<file path="src/sea_pkg.sv">
/*
  constants shared by the sram error alarm block: register offsets,
  field positions, reset values, error-info codes and bus answers.
  assumes a 32-bit axi4-lite register bus with byte addresses.
*/
package sea_pkg;
  localparam int unsigned ADDR_W = 8;
  localparam int unsigned DATA_W = 32;
  localparam int unsigned MEM_AW = 10;
  localparam logic [MEM_AW-1:0] MEM_LAST = 10'h3FF;

  localparam logic [ADDR_W-1:0] OFF_CTRL = 8'h00;
  localparam logic [ADDR_W-1:0] OFF_DETECT = 8'h04;
  localparam logic [ADDR_W-1:0] OFF_FAULT = 8'h08;
  localparam logic [ADDR_W-1:0] OFF_MASK = 8'h0C;
  localparam logic [ADDR_W-1:0] OFF_INFO = 8'h10;
  localparam logic [ADDR_W-1:0] OFF_STAT = 8'h14;

  localparam int unsigned CTRL_FWD = 0;
  localparam int unsigned CTRL_START = 1;
  localparam int unsigned CTRL_ABORT = 2;
  localparam logic CTRL_FWD_RST = 1'b1;

  localparam int unsigned DET_W = 4;
  localparam int unsigned DET_CE = 0;
  localparam int unsigned DET_UE = 1;
  localparam int unsigned DET_AE = 2;
  localparam int unsigned DET_INIT = 3;
  localparam logic [DET_W-1:0] DET_RST = 4'h0;
  localparam logic [DET_W-1:0] MASK_RST = 4'h0;

  localparam int unsigned OPERATION_ERROR_BITS_W = 4;
  localparam int unsigned OPERATION_ERROR_BITS_CRIT_UE = 0;
  localparam int unsigned OPERATION_ERROR_BITS_UE = 1;
  localparam int unsigned OPERATION_ERROR_BITS_AE = 2;
  localparam int unsigned OPERATION_ERROR_BITS_CE = 3;
  localparam logic [OPERATION_ERROR_BITS_W-1:0] OPERATION_ERROR_BITS_RST = 4'h0;

  localparam int unsigned INFO_W = MEM_AW + 2;
  localparam logic [1:0] INFO_CE = 2'h1;
  localparam logic [1:0] INFO_UE = 2'h2;
  localparam logic [1:0] INFO_AE = 2'h3;
  localparam logic [INFO_W-1:0] INFO_RST = 12'h000;

  localparam int unsigned STAT_BUSY = 0;
  localparam int unsigned STAT_TEST = 1;
  localparam int unsigned STAT_MAP = 2;

  localparam logic [1:0] RESP_OKAY = 2'h0;
  localparam logic [1:0] RESP_SLVERR = 2'h2;
endpackage : sea_pkg

</file>
<file path="src/sea_init.sv">
/*
  memory initialization sequencer: sweeps every word of the guarded
  sram with a write strobe, can be aborted at any cycle.
  assumes the sram takes one initialization write per cycle.
*/
module sea_init (
  input wire logic aclk,
  input wire logic aresetn,
  input wire logic start,
  input wire logic abort,
  output logic busy,
  output logic [sea_pkg::MEM_AW-1:0] addr,
  output logic done
);
  typedef enum logic [0:0] {
    SEA_IDLE = 1'b0,
    SEA_RUN = 1'b1
  } sea_init_state_t;

  sea_init_state_t state_q;
  logic [sea_pkg::MEM_AW-1:0] addr_q;
  logic done_q;

  assign busy = (state_q == SEA_RUN);
  assign addr = addr_q;
  assign done = done_q;

  always_ff @(posedge aclk)
  begin
    if (!aresetn)
    begin
      state_q <= SEA_IDLE;
      addr_q <= '0;
      done_q <= 1'b0;
    end
    else
    begin
      done_q <= 1'b0;
      case (state_q)
        SEA_IDLE:
        begin
          if (start && !abort)
          begin
            state_q <= SEA_RUN;
            addr_q <= '0;
          end
        end
        SEA_RUN:
        begin
          if (abort)
          begin
            state_q <= SEA_IDLE;
          end
          else if (addr_q == sea_pkg::MEM_LAST)
          begin
            state_q <= SEA_IDLE;
            done_q <= 1'b1;
          end
          else
          begin
            addr_q <= addr_q + 1'b1;
          end
        end
        default:
        begin
          state_q <= SEA_IDLE;
        end
      endcase
    end
  end
endmodule : sea_init

</file>
<file path="src/sea_guard.sv">
/*
  memory guard for one sram: checks each read for correctable and
  uncorrectable errors and each access for address errors while app_reset is low, keeps sticky status, pulses alarms
  to the safety alarm collector and to the owning module, and runs the
  memory initialization. registers sit behind an axi4-lite slave.
  assumes the sram checker signals come from logic on aclk, and that
  memory_self_test and memory_map_select come from another domain.
*/
module sea_guard (
  input wire logic aclk,
  input wire logic aresetn,
  input wire logic [sea_pkg::ADDR_W-1:0] s_axi_awaddr,
  input wire logic s_axi_awvalid,
  output logic s_axi_awready,
  input wire logic [sea_pkg::DATA_W-1:0] s_axi_wdata,
  input wire logic [3:0] s_axi_wstrb,
  input wire logic s_axi_wvalid,
  output logic s_axi_wready,
  output logic [1:0] s_axi_bresp,
  output logic s_axi_bvalid,
  input wire logic s_axi_bready,
  input wire logic [sea_pkg::ADDR_W-1:0] s_axi_araddr,
  input wire logic s_axi_arvalid,
  output logic s_axi_arready,
  output logic [sea_pkg::DATA_W-1:0] s_axi_rdata,
  output logic [1:0] s_axi_rresp,
  output logic s_axi_rvalid,
  input wire logic s_axi_rready,
  input wire logic mem_access,
  input wire logic mem_write,
  input wire logic [sea_pkg::MEM_AW-1:0] mem_addr,
  input wire logic ecc_correctable,
  input wire logic ecc_uncorrectable,
  input wire logic address_fault,
  input wire logic cpu_data_memory,
  input wire logic app_reset,
  input wire logic memory_self_test,
  input wire logic memory_map_select,
  output logic alarm_correctable,
  output logic alarm_uncorrectable,
  output logic alarm_address,
  output logic alarm_group0_flag10,
  output logic alarm_group1_flag10,
  output logic owner_correctable,
  output logic owner_uncorrectable,
  output logic owner_address,
  output logic init_busy,
  output logic [sea_pkg::MEM_AW-1:0] init_addr,
  output logic irq
);
  // register state
  logic fwd_q;
  logic [sea_pkg::DET_W-1:0] detect_q;
  logic [sea_pkg::DET_W-1:0] mask_q;
  logic [sea_pkg::OPERATION_ERROR_BITS_W-1:0] operation_error_bits_q;
  logic [sea_pkg::INFO_W-1:0] info_q;
  logic start_q;
  logic abort_q;
  logic boot_q;
  logic irq_q;

  // alarm and owner pulses
  logic al_ce_q;
  logic al_ue_q;
  logic al_ae_q;
  logic al_g10_q;
  logic own_ce_q;
  logic own_ue_q;
  logic own_ae_q;

  // pin synchronisers for self-test and memory map switches
  logic test_s1_q;
  logic test_s2_q;
  logic test_s3_q;
  logic map_s1_q;
  logic map_s2_q;
  logic map_s3_q;

  // bus slave state
  logic aw_full_q;
  logic w_full_q;
  logic [sea_pkg::ADDR_W-1:0] aw_addr_q;
  logic [sea_pkg::DATA_W-1:0] w_data_q;
  logic [3:0] w_strb_q;
  logic bvalid_q;
  logic [1:0] bresp_q;
  logic rvalid_q;
  logic [1:0] rresp_q;
  logic [sea_pkg::DATA_W-1:0] rdata_q;

  // init engine
  logic ini_busy;
  logic [sea_pkg::MEM_AW-1:0] ini_addr;
  logic ini_done;

  // access checking; the map select never blocks accesses, so a mapped
  // cache still serves as cache
  wire acc_ok = mem_access && !app_reset;
  wire ev_ce = acc_ok && !mem_write && ecc_correctable;
  wire ev_ue = acc_ok && !mem_write && ecc_uncorrectable;
  wire ev_ae = acc_ok && address_fault;
  wire ev_crit = ev_ue && cpu_data_memory;
  wire [sea_pkg::DET_W-1:0] det_set = {ini_done, ev_ae, ev_ue, ev_ce};
  wire [sea_pkg::OPERATION_ERROR_BITS_W-1:0] operation_error_bits_set = {ev_ce, ev_ae, ev_ue && !cpu_data_memory, ev_crit};
  wire [1:0] info_code = ev_ae ? sea_pkg::INFO_AE : (ev_ue ? sea_pkg::INFO_UE : sea_pkg::INFO_CE);
  wire any_ev = ev_ce || ev_ue || ev_ae;

  // self-test or mapping switch detection
  wire test_edge = test_s2_q ^ test_s3_q;
  wire map_edge = map_s2_q ^ map_s3_q;
  wire ini_start = boot_q || start_q || test_edge || map_edge;

  // write channel decode
  wire aw_take = s_axi_awvalid && !aw_full_q;
  wire w_take = s_axi_wvalid && !w_full_q;
  wire wr_go = aw_full_q && w_full_q && !bvalid_q;
  wire wlo = wr_go && w_strb_q[0];
  wire wa_ctrl = (aw_addr_q == sea_pkg::OFF_CTRL);
  wire wa_det = (aw_addr_q == sea_pkg::OFF_DETECT);
  wire wa_flt = (aw_addr_q == sea_pkg::OFF_FAULT);
  wire wa_mask = (aw_addr_q == sea_pkg::OFF_MASK);
  wire wa_info = (aw_addr_q == sea_pkg::OFF_INFO);
  wire wa_stat = (aw_addr_q == sea_pkg::OFF_STAT);
  wire wa_hit = wa_ctrl || wa_det || wa_flt || wa_mask || wa_info || wa_stat;
  wire [sea_pkg::DET_W-1:0] det_clr = (wlo && wa_det) ? w_data_q[sea_pkg::DET_W-1:0] : '0;
  wire [sea_pkg::OPERATION_ERROR_BITS_W-1:0] operation_error_bits_clr = (wlo && wa_flt) ? w_data_q[sea_pkg::OPERATION_ERROR_BITS_W-1:0] : '0;

  // read channel decode
  wire rd_go = s_axi_arvalid && !rvalid_q;
  wire ra_ctrl = (s_axi_araddr == sea_pkg::OFF_CTRL);
  wire ra_det = (s_axi_araddr == sea_pkg::OFF_DETECT);
  wire ra_flt = (s_axi_araddr == sea_pkg::OFF_FAULT);
  wire ra_mask = (s_axi_araddr == sea_pkg::OFF_MASK);
  wire ra_info = (s_axi_araddr == sea_pkg::OFF_INFO);
  wire ra_stat = (s_axi_araddr == sea_pkg::OFF_STAT);
  wire ra_hit = ra_ctrl || ra_det || ra_flt || ra_mask || ra_info || ra_stat;
  wire [sea_pkg::DATA_W-1:0] rd_ctrl = {31'h0000_0000, fwd_q};
  wire [sea_pkg::DATA_W-1:0] rd_det = {28'h000_0000, detect_q};
  wire [sea_pkg::DATA_W-1:0] rd_flt = {28'h000_0000, operation_error_bits_q};
  wire [sea_pkg::DATA_W-1:0] rd_mask = {28'h000_0000, mask_q};
  wire [sea_pkg::DATA_W-1:0] rd_info = {20'h0_0000, info_q};
  wire [sea_pkg::DATA_W-1:0] rd_stat = {29'h0000_0000, map_s2_q, test_s2_q, ini_busy};
  wire [sea_pkg::DATA_W-1:0] rd_mux = ({32{ra_ctrl}} & rd_ctrl) | ({32{ra_det}} & rd_det)
                                   | ({32{ra_flt}} & rd_flt) | ({32{ra_mask}} & rd_mask)
                                   | ({32{ra_info}} & rd_info) | ({32{ra_stat}} & rd_stat);

  sea_init u_init (
    .aclk(aclk),
    .aresetn(aresetn),
    .start(ini_start),
    .abort(abort_q),
    .busy(ini_busy),
    .addr(ini_addr),
    .done(ini_done)
  );

  assign s_axi_awready = !aw_full_q;
  assign s_axi_wready = !w_full_q;
  assign s_axi_bvalid = bvalid_q;
  assign s_axi_bresp = bresp_q;
  assign s_axi_arready = !rvalid_q;
  assign s_axi_rvalid = rvalid_q;
  assign s_axi_rresp = rresp_q;
  assign s_axi_rdata = rdata_q;
  assign alarm_correctable = al_ce_q;
  assign alarm_uncorrectable = al_ue_q;
  assign alarm_address = al_ae_q;
  assign alarm_group0_flag10 = al_g10_q;
  assign alarm_group1_flag10 = al_g10_q;
  assign owner_correctable = own_ce_q;
  assign owner_uncorrectable = own_ue_q;
  assign owner_address = own_ae_q;
  assign init_busy = ini_busy;
  assign init_addr = ini_addr;
  assign irq = irq_q;

  // two-stage synchronisers plus one stage for edge detection
  always_ff @(posedge aclk)
  begin
    if (!aresetn)
    begin
      test_s1_q <= 1'b0;
      test_s2_q <= 1'b0;
      test_s3_q <= 1'b0;
      map_s1_q <= 1'b0;
      map_s2_q <= 1'b0;
      map_s3_q <= 1'b0;
    end
    else
    begin
      test_s1_q <= memory_self_test;
      test_s2_q <= test_s1_q;
      test_s3_q <= test_s2_q;
      map_s1_q <= memory_map_select;
      map_s2_q <= map_s1_q;
      map_s3_q <= map_s2_q;
    end
  end

  // alarm pulses: one cycle, issued for the access that saw the error
  always_ff @(posedge aclk)
  begin
    if (!aresetn)
    begin
      al_ce_q <= 1'b0;
      al_ue_q <= 1'b0;
      al_ae_q <= 1'b0;
      al_g10_q <= 1'b0;
      own_ce_q <= 1'b0;
      own_ue_q <= 1'b0;
      own_ae_q <= 1'b0;
    end
    else
    begin
      al_ce_q <= ev_ce && fwd_q;
      al_ue_q <= ev_ue && fwd_q;
      al_ae_q <= ev_ae && fwd_q;
      al_g10_q <= ev_crit && fwd_q;
      // owner notification is not gated by forwarding
      own_ce_q <= ev_ce;
      own_ue_q <= ev_ue;
      own_ae_q <= ev_ae;
    end
  end

  // sticky status, set wins over a write-one clear
  always_ff @(posedge aclk)
  begin
    if (!aresetn)
    begin
      detect_q <= sea_pkg::DET_RST;
      operation_error_bits_q <= sea_pkg::OPERATION_ERROR_BITS_RST;
      irq_q <= 1'b0;
    end
    else
    begin
      detect_q <= (detect_q & ~det_clr) | det_set;
      operation_error_bits_q <= (operation_error_bits_q & ~operation_error_bits_clr) | operation_error_bits_set;
      irq_q <= |(detect_q & mask_q);
    end
  end

  // error info: zero only when no real error was captured
  always_ff @(posedge aclk)
  begin
    if (!aresetn)
    begin
      info_q <= sea_pkg::INFO_RST;
    end
    else if (any_ev)
    begin
      info_q <= {info_code, mem_addr};
    end
    else if (wr_go && wa_info)
    begin
      info_q <= sea_pkg::INFO_RST;
    end
  end

  // control: boot_q starts one initialization after every device reset
  always_ff @(posedge aclk)
  begin
    if (!aresetn)
    begin
      fwd_q <= sea_pkg::CTRL_FWD_RST;
      mask_q <= sea_pkg::MASK_RST;
      start_q <= 1'b0;
      abort_q <= 1'b0;
      boot_q <= 1'b1;
    end
    else
    begin
      boot_q <= 1'b0;
      start_q <= wlo && wa_ctrl && w_data_q[sea_pkg::CTRL_START];
      abort_q <= wlo && wa_ctrl && w_data_q[sea_pkg::CTRL_ABORT];
      if (wlo && wa_ctrl)
      begin
        fwd_q <= w_data_q[sea_pkg::CTRL_FWD];
      end
      if (wlo && wa_mask)
      begin
        mask_q <= w_data_q[sea_pkg::DET_W-1:0];
      end
    end
  end

  // write address and data are taken in either order
  always_ff @(posedge aclk)
  begin
    if (!aresetn)
    begin
      aw_full_q <= 1'b0;
      w_full_q <= 1'b0;
      aw_addr_q <= '0;
      w_data_q <= '0;
      w_strb_q <= 4'h0;
    end
    else
    begin
      if (aw_take)
      begin
        aw_full_q <= 1'b1;
        aw_addr_q <= s_axi_awaddr;
      end
      else if (wr_go)
      begin
        aw_full_q <= 1'b0;
      end
      if (w_take)
      begin
        w_full_q <= 1'b1;
        w_data_q <= s_axi_wdata;
        w_strb_q <= s_axi_wstrb;
      end
      else if (wr_go)
      begin
        w_full_q <= 1'b0;
      end
    end
  end

  // write response and read answer
  always_ff @(posedge aclk)
  begin
    if (!aresetn)
    begin
      bvalid_q <= 1'b0;
      bresp_q <= sea_pkg::RESP_OKAY;
      rvalid_q <= 1'b0;
      rresp_q <= sea_pkg::RESP_OKAY;
      rdata_q <= '0;
    end
    else
    begin
      if (wr_go)
      begin
        bvalid_q <= 1'b1;
        bresp_q <= wa_hit ? sea_pkg::RESP_OKAY : sea_pkg::RESP_SLVERR;
      end
      else if (s_axi_bready)
      begin
        bvalid_q <= 1'b0;
      end
      if (rd_go)
      begin
        rvalid_q <= 1'b1;
        rresp_q <= ra_hit ? sea_pkg::RESP_OKAY : sea_pkg::RESP_SLVERR;
        rdata_q <= rd_mux;
      end
      else if (s_axi_rready)
      begin
        rvalid_q <= 1'b0;
      end
    end
  end
endmodule : sea_guard

</file>
<file path="config.mk">
export PLATFORM = sky130hd
export DESIGN_NAME = sea_guard
export DESIGN_NICKNAME = d
export VERILOG_FILES = /design/src/sea_pkg.sv /design/src/sea_init.sv /design/src/sea_guard.sv
export SDC_FILE = /design/constraint.sdc
export NUM_CORES = 1
export LEC_CHECK = 0
export ABC_AREA = 1
export BUFFER_PORTS_ARGS = -buffer_cell sky130_fd_sc_hd__buf_4
export CAP_MARGIN = 0
export CELL_PAD_IN_SITES_DETAIL_PLACEMENT = 0
export CELL_PAD_IN_SITES_GLOBAL_PLACEMENT = 1
export CORE_AREA = 2 2 173 90
export DETAILED_ROUTE_END_ITERATION = 12
export DIE_AREA = 0 0 175 92
export PLACE_DENSITY_LB_ADDON = 0.15
export SYNTH_ARGS = -nofsm -noshare
export SYNTH_HDL_FRONTEND = slang
export SYNTH_HIERARCHICAL = 1
export SYNTH_SLANG_ARGS = --single-unit
</file>
<file path="constraint.sdc">
create_clock -name aclk -period 1.58 [get_ports aclk]
set_input_delay 0.158 -clock aclk [delete_from_list [all_inputs] [get_ports aclk]]
set_output_delay 0.158 -clock aclk [all_outputs]
set_load 0.1 [all_outputs]
</file>
**Word-level counts from Yosys, hierarchy flattened**

Cells that the tools add are included.

- Register bits after elaboration: 107
- Bits in latches: 0
- Memory bits (writable): 0
- Memory bits (read-only): 0
- Output and inout bits: 61
- Logic and storage cells: 155
- Memories: 0

- Add/subtract/negate cells: 1
- Multiply operators: 0
- Div/mod/pow operators: 0
- Order comparisons: 0
- Eq/ne operators: 14
- Shift operators: 0
- Muxes and demuxes: 25
- Bitwise logic cells: 22
- Reduce and logical (&&, ||, !) cells: 58

Operators by type and width:

| operator | count |
|---|---|
| $or 32x32->32 | 5 |
| $and 32x4->32 | 3 |
| $and 32x1->32 | 1 |
| $and 32x12->32 | 1 |
| $and 32x3->32 | 1 |
| $eq 8x4->1 const B | 4 |
| $eq 8x5->1 const B | 4 |
| $mux 10 | 3 |
| $logic_and 1x1->1 | 25 |
| $mux 12 | 2 |
| $pmux 10 s2 | 1 |
| $eq 8x3->1 const B | 2 |
| $logic_not 8->1 | 2 |
| $logic_or 1x1->1 | 15 |
| $and 4x4->4 | 3 |
| $mux 1 | 12 |
| $add 10x1->10 const B | 1 |
| $eq 10x10->1 const B | 1 |
| $reduce_bool 2->1 | 5 |
| $logic_not 1->1 | 8 |
| $mux 2 | 4 |
| $mux 4 | 2 |
| $not 4->4 | 2 |
| $or 4x4->4 | 2 |
| 8 further kinds | 11 |

**Depth between registers and ports, before layout**

- Depth after elaboration: 8
- Depth in mapped cells: 10

**Modules after synthesis**

Netlist, hierarchy kept.

Modules (own cells, without submodules):

| module | times used | cells each | area an instance (um^2) |
|---|---|---|---|
| sea_guard | 1 | 432 | 3236.9 |
| sea_init | 1 | 92 | 654.4 |

**Worst setup path before layout**

No wires, ideal clock.

- Kind: reg-to-reg
- From: reg u_init.addr_q, in the netlist u_init/addr[1]
- To: reg u_init.addr_q, in the netlist u_init/addr[2]
- Library setup time: 118 ps
- Data arrival time: 2104 ps
- Setup slack: -642 ps
- Stages on the path, launching flop included: 10
- Cell sequence: dfxtp_1 -> ha_1 -> nand2_1 -> nor2_4 -> nand3_2 -> nand2_2 -> buf_6 -> nand2_4 -> a21oi_1 -> nor2_1

- Longest elaborated chain between the ends: 4
- Elaborated cells between the ends (all ways): 7
- Those cells by class: add/sub (1); eq/ne (2); mux (3); reduce/logical (1)

RTL lines:

| element | line | source |
|---|---|---|
| from (decl) | sea_init.sv:21 | `logic [sea_pkg::MEM_AW-1:0] addr_q;` |
| from (signal assigned) | sea_init.sv:61 | `addr_q <= addr_q + 1'b1;` |
| $add 10x1->10 | sea_init.sv:61 |  |
| $mux 10 | sea_init.sv:54 | `else if (addr_q == sea_pkg::MEM_LAST)` |
| $mux 10 | sea_init.sv:50 | `if (abort)` |
| $pmux 10 s2 | sea_init.sv:39 | `case (state_q)` |

Several ways; a longest one is shown, not always the timed one. The select of a mux whose other input is x is not followed.
A chain may end at the register's enable or synchronous reset.

**Final worst setup path**

- From: reg u_init.addr_q, in the netlist u_init/addr[0]
- To: reg u_init.addr_q, in the netlist u_init/addr[0]

The elaborated chain is that of the path after synthesis.

==> flow_metrics.env <==
export IMPL_status="completed"
export IMPL_ir_drop_mv=0.476
export IMPL_wl_per_cell_microns=13.3
export IMPL_die_w_microns=175
export IMPL_clkPwrFrac=0.370
export IMPL_fmax_ghz=0.678
export IMPL_ys_flop_type="dfxtp_1"
export IMPL_fin_crit_ns=1.47
export IMPL_wl_microns=10900
export IMPL_die_area_sq_um=16100
export IMPL_hold_class="primary input to register"
export IMPL_grt_pass1_vias=3305
export IMPL_cts_buffers_inserted=9
export IMPL_power_frac_comb=0.206
export IMPL_yosys_area_top_type="dfxtp_1"
export IMPL_final_max_slew_violation_count=0
export IMPL_pwr_density_cell_nw_per_um2=1090
export IMPL_drt_first_iter_violations=153
export IMPL_internal_power_mw=3.68
export IMPL_worstSetupStartpointType="register"
export IMPL_root_buffer="clkbuf_16"
export IMPL_cp_arrival_ns=1.71
export IMPL_yosysWarnings=6
export IMPL_drcViolationCount=0
export IMPL_critical_path_class="register to register"
export IMPL_worstPathRequired_ns=1.81
export IMPL_gr_usage_met2=0.183
export IMPL_syn_to_final_growth_pct=29.1
export IMPL_avgSynthCellArea_sq_um=7.43
export IMPL_grt_pass1_wl_microns=17500
export IMPL_gp_congestion=0.789
export IMPL_grt_use_met3=0.0398
export IMPL_hold_viol=0
export IMPL_netlist_instances=524
export IMPL_drive_above_1_share=0.272
export IMPL_synth_area_leaders="dfxtp_1 (44%), nand2_1 (8.7%), a21oi_1 (6.6%)"
export IMPL_power_leakage_nw=2.22
export IMPL_io_pins=139
export IMPL_fin_area_sq_um=5020
export IMPL_cts_num_sinks=85
export IMPL_place_hpwl_microns=8410
export IMPL_grt_usage=0.140
export IMPL_grt_overflow=0
export IMPL_synth_edff_count=0
export IMPL_grt_max_degree=35
export IMPL_slowest_stage="dfxtp_4"
export IMPL_setup_violations=0
export IMPL_seq_area_frac_synth=0.437
export IMPL_grt_util_met1=0.222
export IMPL_cap_violations=0
export IMPL_synth_seq_cells=85
export IMPL_async_reset_ff_frac=0
export IMPL_initial_utilization=0.262
export IMPL_switching_share=0.327
export IMPL_io_buffers=85
export IMPL_die_h_microns=92
export IMPL_switching_power_mw=1.79
export IMPL_nets=693
export IMPL_cts_tree="yes"
export IMPL_period_share=0.934
export IMPL_worstPathMaxFanout=7
export IMPL_top_usage_layer="met1"
export IMPL_dpl_cell_area_sq_um=4700
export IMPL_crit_path_end_kind="register"
export IMPL_cts_max_level=3
export IMPL_synthDistinctLibCells=37
export IMPL_timing_hold_ws_ns=0.0461
export IMPL_grt_antenna_before_repair=0
export IMPL_antenna_cells=0
export IMPL_via_per_inst=4.32
export IMPL_via_count=3547
export IMPL_synth_top_area_frac=0.437
export IMPL_crit_chain="ha_4, nand2_1, nor2_4, nand3_2, nand2_4, clkinvlp_4, o21ai_1, nor2_1"
export IMPL_rows=32
export IMPL_synth_area_sq_um=3890
export IMPL_core_area_sq_um=14900
export IMPL_p_seq_frac=0.424
export IMPL_drtPass1Iterations=4
export IMPL_clock_skew_ns=0.00701
export IMPL_path_clk_slew_ns=0.06
export IMPL_crit_path_max_incr_delay_ns=0.38
export IMPL_worst_skew_pair_late_latency_ns=0.34
export IMPL_ant_nets=0
export IMPL_clockBufferDepth=2
-- power groups by stage --
| stage | combinational, mW | clock [mW] | sequential [mW] |
|---|---|---|---|
| floorplan | 0.628 | 0 | 2.61 |
| global placement | 1.11 | 0 | 2.36 |
| detailed placement | 1.12 | 0 | 2.36 |
| CTS | 1.13 | 2.10 | 2.32 |
| global route | 1.20 | 2.18 | 2.33 |
| finish | 1.13 | 2.02 | 2.32 |
-- per-stage QoR --
step	setup TNS, ns	setup WS (ns)	power (mW)	cells	utilization
after global routing	-0.00496	-0.00316	5.71	822	0.338
after detailed placement	0	0.0797	3.48	804	0.316
after CTS	0	0.0623	5.54	821	0.337
after global placement	0	0.0574	3.48	804	0.316
final	0	0.105	5.47	822	0.338
after floorplan	-0.0138	-0.0138	3.24	545	-
-- final timing paths --
kind	startpoint	endpoint	slack (ns)	cells after the start
hold / removal	s_axi_wstrb[0]	w_strb_q[0]	0.05	3
setup reg to reg	u_init/addr[0]	u_init/addr[0]	0.11	8
setup / recovery	u_init/addr[0]	u_init/addr[0]	0.11	8
hold reg to reg	test_s1_q	test_s2_q	0.41	2
-- layout by cell type (no fill, tap or decap), types with 6 or more instances in the layout --
master	n
inv_2	7
conb_1	22
dfxtp_2	9
dfxtp_1	72
clkbuf_16	9
nand2_2	10
a21oi_1	51
nand3_1	34
o21ai_0	38
nor3_1	6
nand2_1	90
inv_1	54
nand4_1	18
nor2_4	8
nor2_1	51
buf_4	93
-- registers in the layout (all words and copies together), names as in the netlist, 4 cells and up --
name	cells
w_data_q	4
operation_error_bits_q	4
u_init/addr	10
info_q	12
mask_q	4
s_axi_rdata	12
detect_q	4
aw_addr_q	8
-- synth_stat cells (6+ instances only) --
cell	count
inv_2	8
buf_4	23
nand3_1	34
inv_1	55
nor3_1	6
o21ai_0	39
nor2_1	51
a21oi_1	51
nand2_2	11
nand2_1	90
buf_2	8
nor2_4	8
dfxtp_1	85
nand4_1	18
-- area by class of cell --
class / count / area (sq um)
clock buffers: 12 / 267
clock inverters: 3 / 20.0
fillers: 1615 / 9830
inverters: 65 / 251
multi-input cells: 357 / 1770
flip-flops and latches: 85 / 1730
well taps: 204 / 255
repair buffers: 96 / 729
-- critical path: cells and delay by family, from the launching register on --
kind | cells | cell delay [ns]
buf+inv | 1 | 0.17
simple gates | 5 | 0.55
compound gates | 1 | 0.15
flops | 1 | 0.38
fa+ha+maj | 1 | 0.13
-- kinds of logic (layout without fill, tap and decap cells) --
family / count (synthesis) / after routing / synth area share
xor gates and xnor gates: 1 / 1 / 0.00225
AOI/OAI and AO/OA: 100 / 100 / 0.135
adders and majority gates: 1 / 1 / 0.00321
other: 1 / 22 / 0.000964
and+or+nand+nor: 233 / 233 / 0.290
buffers and inverters: 103 / 176 / 0.132
DFF: 85 / 85 / 0.437
-- routing by layer --
metal  up-vias  part of all wire
li1       1836                 -
met4         0            0.0066
met5         -                 0
met1      1616              0.55
met3         6             0.073
met2        89              0.37
-- what timing repair did --
action / CTS / global route
resized for setup: 0 / 4
setup buffers: 0 / 1
setup endpoints to repair: 0 / 8
hold buffers: 2 / 0
endpoints found under the hold margin: 2 / 0
(Power assumes the default switching activity.)
